--- config.mk ---
export PLATFORM = sky130hd
export DESIGN_NAME = esc_byte_check
export DESIGN_NICKNAME = d
export VERILOG_FILES = /design/src/rtl/esc_byte_check.v
export VERILOG_INCLUDE_DIRS = /design/src /design/src/rtl
export SDC_FILE = /design/constraint.sdc
export NUM_CORES = 1
export LEC_CHECK = 0
export ABC_AREA = 1
export BUFFER_PORTS_ARGS = -buffer_cell sky130_fd_sc_hd__buf_2
export CAP_MARGIN = 10
export CORE_ASPECT_RATIO = 1.75
export CORE_MARGIN = 8
export CORE_UTILIZATION = 30
export DETAILED_ROUTE_END_ITERATION = 6
export GPL_ROUTABILITY_DRIVEN = 0
export SETUP_SLACK_MARGIN = 0.4
export SLEW_MARGIN = 20
export SYNTH_ARGS = -nofsm -noshare
export SYNTH_HDL_FRONTEND = slang
export SYNTH_SLANG_ARGS = --single-unit
--- constraint.sdc ---
create_clock -name vclk -period 4.1
set_input_delay 0.41 -clock vclk [all_inputs]
set_output_delay 0.41 -clock vclk [all_outputs]
set_load 0.02 [all_outputs]
--- src/rtl/esc_map.vh ---
// Offsets, field sizes and constants of the enclave signature record.
// Assumes byte offsets relative to the record start, 11 bits wide.
`ifndef ESC_MAP_VH
`define ESC_MAP_VH

// Record size and paging
`define ESC_REC_LAST 11'h70f
`define ESC_PAGE_BITS 12
// Header fields
`define ESC_OFS_HDR1 11'h000
`define ESC_OFS_DATE 11'h014
`define ESC_OFS_HDR2 11'h018
`define ESC_OFS_SWW 11'h028
`define ESC_HDR_LEN 11'h010
// Constant byte streams, first byte in the top byte lane
`define ESC_HDR1_VAL 128'h06000000e1000000000010000000000
`define ESC_HDR2_VAL 128'h0101000060000000600000001000000
// Reserved regions that must read zero
`define ESC_OFS_RSV1 11'h02c
`define ESC_END_RSV1 11'h080
`define ESC_OFS_RSV2 11'h38e
`define ESC_END_RSV2 11'h390
`define ESC_OFS_RSV3 11'h3e0
`define ESC_END_RSV3 11'h3f0
`define ESC_OFS_RSV4 11'h404
`define ESC_END_RSV4 11'h410
// Big integers, exponent
`define ESC_OFS_MOD 11'h080
`define ESC_OFS_EXP 11'h200
`define ESC_END_EXP 11'h204
`define ESC_OFS_SIG 11'h204
`define ESC_OFS_QUO1 11'h410
`define ESC_OFS_QUO2 11'h590
`define ESC_INT_LEN 11'h180
`define ESC_EXP_VAL 8'h03
// Signed body fields
`define ESC_OFS_SEL 11'h384
`define ESC_OFS_MSK 11'h388
`define ESC_END_MSK 11'h38c
`define ESC_OFS_CFA 11'h38c
`define ESC_END_CFA 11'h38e
`define ESC_OFS_ATTR 11'h3a0
`define ESC_OFS_AMSK 11'h3b0
`define ESC_END_AMSK 11'h3c0
`define ESC_OFS_MEAS 11'h3c0
`define ESC_END_MEAS 11'h3e0
`define ESC_END_SIGNED 11'h404
// Integer selector codes
`define ESC_INT_MOD 2'h0
`define ESC_INT_SIG 2'h1
`define ESC_INT_QUO1 2'h2
`define ESC_INT_QUO2 2'h3
// Failure flag positions
`define ESC_F_HDR 0
`define ESC_F_ALIGN 1
`define ESC_F_RSVD 2
`define ESC_F_EXP 3
`define ESC_F_DATE 4
`define ESC_F_SEL 5
`define ESC_F_CFA 6
`define ESC_F_ATTR 7
`define ESC_F_MEAS 8
`define ESC_F_SIG 9
`define ESC_F_W 10

`endif

--- src/rtl/esc_byte_check.v ---
// Per-byte classifier of the signature record: field checks and routing.
// Assumes one record byte and its offset, all inputs on the same clock.
`timescale 1ns/1ps
`include "esc_map.vh"

module esc_byte_check #(
  parameter [127:0] HDR1 = `ESC_HDR1_VAL,
  parameter [127:0] HDR2 = `ESC_HDR2_VAL
) (
  input wire [10:0] ofs,
  input wire [7:0] data,
  input wire ebx_zero,
  input wire cap_eax6,
  input wire [255:0] enclave_measurement,
  output reg hdr_bad,
  output reg rsvd_bad,
  output reg exp_bad,
  output reg cfa_bad,
  output reg sel_zero_bad,
  output reg meas_bad,
  output reg hash_en,
  output reg int_en,
  output reg [1:0] int_sel,
  output reg [8:0] int_idx
);

  // Offset lies in [lo, hi)
  function inr;
    input [10:0] o;
    input [10:0] lo;
    input [10:0] hi;
    begin
      inr = (o >= lo) && (o < hi);
    end
  endfunction

  wire [10:0] r2 = ofs - `ESC_OFS_HDR2;
  wire [10:0] rm = ofs - `ESC_OFS_MEAS;
  wire [10:0] rmod = ofs - `ESC_OFS_MOD;
  wire [10:0] rsig = ofs - `ESC_OFS_SIG;
  wire [10:0] rq1 = ofs - `ESC_OFS_QUO1;
  wire [10:0] rq2 = ofs - `ESC_OFS_QUO2;
  wire [3:0] h1i = 4'hf - ofs[3:0];
  wire [3:0] h2i = 4'hf - r2[3:0];

  ////////////////////////////////////////////////////////////////////////
  // Field decode; software free word and identifiers pass unchecked
  always @*
  begin
    hdr_bad = (inr(ofs, `ESC_OFS_HDR1, `ESC_HDR_LEN)
      && data != HDR1[{h1i, 3'h0} +: 8])
      || (inr(ofs, `ESC_OFS_HDR2, `ESC_OFS_SWW)
      && data != HDR2[{h2i, 3'h0} +: 8]);
    rsvd_bad = (data != 8'h00)
      && (inr(ofs, `ESC_OFS_RSV1, `ESC_END_RSV1)
      || inr(ofs, `ESC_OFS_RSV2, `ESC_END_RSV2)
      || inr(ofs, `ESC_OFS_RSV3, `ESC_END_RSV3)
      || inr(ofs, `ESC_OFS_RSV4, `ESC_END_RSV4));
    // Little-endian exponent word must read 3
    exp_bad = inr(ofs, `ESC_OFS_EXP, `ESC_END_EXP)
      && data != ((ofs == `ESC_OFS_EXP) ? `ESC_EXP_VAL : 8'h00);
    cfa_bad = !cap_eax6 && data != 8'h00
      && inr(ofs, `ESC_OFS_CFA, `ESC_END_CFA);
    sel_zero_bad = ebx_zero && data != 8'h00
      && inr(ofs, `ESC_OFS_SEL, `ESC_OFS_MSK);
    // Digest words little-endian: byte k sits at bits 8k of the vector
    meas_bad = inr(ofs, `ESC_OFS_MEAS, `ESC_END_MEAS)
      && data != enclave_measurement[{rm[4:0], 3'h0} +: 8];
    hash_en = (ofs < `ESC_OFS_MOD)
      || inr(ofs, `ESC_OFS_SEL, `ESC_END_SIGNED);
    // Integers stream least significant byte first
    int_en = 1'b1;
    int_sel = `ESC_INT_MOD;
    int_idx = rmod[8:0];
    if (inr(ofs, `ESC_OFS_SIG, `ESC_OFS_SEL))
    begin
      int_sel = `ESC_INT_SIG;
      int_idx = rsig[8:0];
    end
    else if (inr(ofs, `ESC_OFS_QUO1, `ESC_OFS_QUO2))
    begin
      int_sel = `ESC_INT_QUO1;
      int_idx = rq1[8:0];
    end
    else if (ofs >= `ESC_OFS_QUO2)
    begin
      int_sel = `ESC_INT_QUO2;
      int_idx = rq2[8:0];
    end
    else if (!inr(ofs, `ESC_OFS_MOD, `ESC_OFS_EXP))
      int_en = 1'b0;
  end

endmodule // esc_byte_check

==> flow_summary.json, run 1 <==
{
  "drt_iter0_drc": 383,
  "area_delta_synth_final_pct": 32.86,
  "port_buffers": 296,
  "grt_max_degree": 85,
  "worst_pin_slew_ns": 0.8105,
  "diodes": 0,
  "synth_top_area_share": 0.3589,
  "grt_pass1_wl_um": 33890,
  "status": "complete, no violations",
  "post_drt_wl_per_cell_um": 15.43,
  "critPathMaxStageDelay_ns": 0.58,
  "initial_core_util": 0.3036,
  "fin_crit_ns": 3.159,
  "p_leak_nw": 3.788,
  "ctsResizeCount": 0,
  "cts_setup_buffers": 0,
  "ant_nets": 0,
  "drt-total-wl_um": 21810,
  "ir_drop_mv": 0.1099,
  "synthCells": 984,
  "yosysTopAreaCell": "nand2_1",
  "required_ns": 3.69,
  "drcViolationCount": 0,
  "crit_fanout": 19,
  "seq_cell_count": 0,
  "critPathBufInv": 4,
  "rsz0062_at_grt": "false",
  "critical_path.slowest_cell": "nor2_1",
  "core_area_mm2": 0.01430,
  "drive_above_1_share": 0.2522,
  "io_pins": 296,
  "antenna_found_initial": 0,
  "relSlewSlack": 0.4577,
  "clkbuf_count": 0,
  "fmax_ghz": 0.3165,
  "critical_path.startpoint_type": "primary input",
  "power_density_mw_per_mm2": 99.88,
  "crit_path_end_kind": "output port",
  "nets": 1524,
  "cp_top_family": "simple AND/OR/NAND/NOR gates",
  "ys_warn_count": 0,
  "die_h_um": 175.1,
  "placed_cells": 1413,
  "track_usage": 0.2204,
  "overflow": 0,
  "dp_hpwl_um": 17830,
  "synth-seq-area-share": 0,
  "cts_hold_buffers": 0,
  "crit_arrival_ns": 2.75,
  "multi_input_area_mm2": 0.003413,
  "dieWidth_um": 106.9,
  "drv_slew": 0,
  "syn_area_per_cell_um2": 4.411,
  "setup_viol": 0,
  "hp-class": "primary input to output port",
  "timing.final.crit_share": 0.7705,
  "crit_top_cell": "nor2_1",
  "hold_viol": 0,
  "final_cells": 1413,
  "vias": 6739,
  "syn-num-nets": 1273,
  "rows": 58,
  "seq_area_um2": 0,
  "dieArea_mm2": 0.01872,
  "first_global_vias": 6570,
  "n_fill_cell": 1770,
  "synth.area.top_cells": "nand2_1 (36%), inv_1 (12%), nor2_1 (12%), nand3_1 (8.2%), o21ai_0 (5.7%)",
  "dr.pass1.iters": 5,
  "routed_via_density": 4.769,
  "tns_ns": 0,
  "cp_cell_sequence": "buf_2 -> inv_1 -> buf_4 -> nor2_1 -> nand2_1 -> nand2_1 -> nor2_1 -> nand3_1 -> nand2_1 -> nor2_1 -> nand2_1 -> nor2_1 -> nor2_1 -> buf_2",
  "ys_types": 36,
  "cap_violations": 0,
  "crit_type": "primary input to output port",
  "syn_area_mm2": 0.004340
}
==> routing by layer <==
layer	vias to the layer above	routed length [um]	track usage
li1	3497	-	-
met1	2883	8077	0.2493
met2	322	11440	0.4123
met3	37	1798	0.03578
met4	0	490	0.04779
met5	-	0	0
==> area by class of cell <==
class,instances,share of cell area
well taps,180,0.03905
multi-input cells,783,0.5919
inverters,147,0.09612
repair buffers,303,0.2729
==> placed cells by master, fill, tap and decap left out, types with 4 or more instances in the layout <==
cell,instances
nand3_1,71
inv_1,142
o21ai_0,49
nor2_1,142
xor2_1,8
a21oi_1,11
buf_2,295
o211ai_1,4
ha_1,12
nand2_1,415
buf_4,5
nor3_1,8
o21ai_1,33
nand4_1,7
==> where the power goes <==
part | switching (W) | internal, W | leakage [nW]
Combinational | 0.000344 | 0.000232 | 3.79
Clock | 0 | 0 | 0
Sequential | 0 | 0 | 0
==> cell families (layout without fill, tap and decap cells) <==
group                    after synthesis  in the layout  share of synthesized area
buffers and inverters                201            450                     0.2136
adder cells (fa/ha/maj)               12             12                    0.03459
AND/OR/NAND/NOR                      655            655                     0.6031
XOR/XNOR                               8              8                    0.01614
AO/OA/AOI/OAI                        108            108                     0.1326
==> worst min-delay path, cell delays in order <==
cell and delay, ns:
buf_2 0.08, nor3_1 0.04, buf_2 0.15
==> Yosys cell counts (all sizes together) <==
| master | n |
|---|---|
| a31oi | 3 |
| buf | 47 |
| nand2 | 416 |
| nor3 | 9 |
| o41ai | 2 |
| nand3b | 1 |
| inv | 146 |
| nand3 | 71 |
| a21oi | 11 |
| xor2 | 8 |
| clkinv | 1 |
| o21ai | 82 |
| o31ai | 2 |
| nor4 | 3 |
| and2 | 1 |
| o221ai | 1 |
| nand4 | 7 |
| o211ai | 4 |
| nor2 | 144 |
| ha | 12 |
| or4 | 1 |
| clkbuf | 7 |
| a21boi | 1 |
| nor3b | 1 |
| o22ai | 2 |
| nand2b | 1 |
==> per-stage QoR <==
stage / hold slack, ns / area [um2] / util / setup WS [ns] / total power (W)
2_1_floorplan: 0.9087 / 4340 / - / 1.702 / 0.0003494
3_3_place_gp: 1.091 / 5767 / 0.4034 / 0.8814 / 0.0005751
3_5_place_dp: 1.086 / 5767 / 0.4034 / 0.8829 / 0.0005760
4_1_cts: 1.088 / 5767 / 0.4034 / 0.8657 / 0.0005796
5_1_grt: 1.103 / 5767 / 0.4034 / 0.7073 / 0.0006548
6_report: 1.089 / 5767 / 0.4034 / 0.9409 / 0.0005760
==> path summary, 6_finish.rpt <==
path                    to  slack (ns)      from  cells after the start
setup / recovery  meas_bad        0.94    ofs[2]                     14
hold / removal     cfa_bad        1.09  cap_eax6                      3
Note: power is estimated with default switching activity, not from simulation.
==> inputs of run 2 (changes only) <==
Clock period 4.1 ns to 2.6 ns, I/O delays scaled along.
==> run 2 against run 1 <==
Compared with the run above:
- design area rose by 16%
- critical path depth rose by 2
- via count rose by 5.2%
- global-route usage rose by 1.5 points
- setup slack got worse by 0.62 ns
- die area did not move
- hold slack got worse by 0.30 ns
- critical path type unchanged
- highest routed layer is now met5
==> flow_summary.json, run 2 (same netlist as run 1, synthesis figures left out) <==
{
  "hp-class": "primary input to output port",
  "hp-start": "cap_eax6",
  "multi_input_area_mm2": 0.003595,
  "initial_core_util": 0.3036,
  "crit_path_end_kind": "output port",
  "dr.pass1.iters": 5,
  "drt_iter0_drc": 358,
  "overflow": 0,
  "ir_drop_mv": 0.1126,
  "p_leak_nw": 4.205,
  "timing.final.crit_share": 0.8774,
  "tns_ns": 0,
  "drive_above_1_share": 0.3159,
  "power_density_mw_per_mm2": 165.4,
  "ant_nets": 0,
  "area_delta_synth_final_pct": 54.57,
  "fmax_ghz": 0.4384,
  "dieArea_mm2": 0.01872,
  "drcViolationCount": 0,
  "dieWidth_um": 106.9,
  "rows": 58,
  "clkbuf_count": 0,
  "crit_type": "primary input to output port",
  "nets": 1573,
  "critical_path.startpoint_type": "primary input",
  "cap_violations": 0,
  "dp_hpwl_um": 18680,
  "worst_pin_slew_ns": 0.5813,
  "required_ns": 2.34,
  "seq_area_um2": 0,
  "rsz0062_at_grt": "true",
  "cts_hold_buffers": 0,
  "die_h_um": 175.1,
  "startpoint": "ofs[0]",
  "hold_viol": 0,
  "final_common_cell": "nand2_1",
  "final_cells": 1463,
  "grt_max_degree": 37,
  "crit_fanout": 29,
  "fin_crit_ns": 2.281,
  "setup_viol": 0,
  "crit_arrival_ns": 2.02,
  "grt_pass1_wl_um": 35500,
  "routed_via_density": 4.846,
  "drt-total-wl_um": 24080,
  "track_usage": 0.2354,
  "relSlewSlack": 0.6110,
  "first_global_vias": 6852,
  "placed_cells": 1439,
  "post_drt_wl_per_cell_um": 16.46,
  "io_pins": 296,
  "seq_cell_count": 0,
  "n_fill_cell": 1627,
  "vias": 7090,
  "port_buffers": 296,
  "drv_slew": 0,
  "status": "complete, no violations",
  "antenna_found_initial": 2,
  "layout_common_cells": "nand2_1 (405), buf_2 (289), inv_1 (139)",
  "core_area_mm2": 0.01430
}
run 2: stage by stage:
step	util	instance area, um2	hold slack [ns]	power [W]	worst slack [ns]
4_1_cts	0.4496	6427	0.7945	0.001057	0.2809
2_1_floorplan	-	4340	0.6087	0.0005509	0.5020
5_1_grt	0.4693	6709	0.8094	0.001229	0.1556
6_report	0.4693	6709	0.7933	0.001110	0.3187
3_5_place_dp	0.4205	6012	0.7919	0.0009597	0.06958
3_3_place_gp	0.4205	6012	0.7932	0.0009573	0.09465
run 2: timing repair:
| item | CTS | global route |
|---|---|---|
| setup endpoints to repair | 9 | 14 |
| cloned | 7 | 3 |
| pin swaps | 13 | 20 |
| buffers inserted | 7 | 6 |
| gates resized for setup | 46 | 52 |
run 2: power breakdown:
group / switching, W / leakage, nW / internal [W]
combinational: 0.000614 / 4.20 / 0.000496
sequential: 0 / 0 / 0
clock: 0 / 0.00000634 / 0.0000000000514
run 2: path summary, 6_finish.rpt:
path / cells after the start / to / slack [ns]
worst min-delay path: 3 / cfa_bad / 0.79
worst max-delay path: 16 / meas_bad / 0.32
run 2: layout make-up:
type               count  area share
multi-input cells    783      0.5358
repair buffers       352      0.3443
inverters            147     0.08598
well taps            180     0.03357
diodes                 1   0.0003730
run 2: per-layer routing:
layer / up-vias / routed length, um / part of all wire / global-route usage
met5: - / 8 / 0.00033 / 0
met4: 2 / 688 / 0.029 / 0.05369
met3: 38 / 1748 / 0.073 / 0.03430
met2: 337 / 12730 / 0.53 / 0.4482
met1: 3113 / 8901 / 0.37 / 0.2610
li1: 3600 / - / - / -
run 2: critical path, cell delays in order:
cell	delay (ns)
buf_12	0.10
inv_8	0.06
bufbuf_16	0.31
o21ai_1	0.19
nand2_1	0.10
nor2_1	0.11
nor2_1	0.06
nor2_1	0.13
nand2_1	0.07
nand2_1	0.06
nand2_1	0.06
nor2_2	0.10
nand2_1	0.07
nor2_2	0.12
nor2_2	0.06
buf_6	0.14
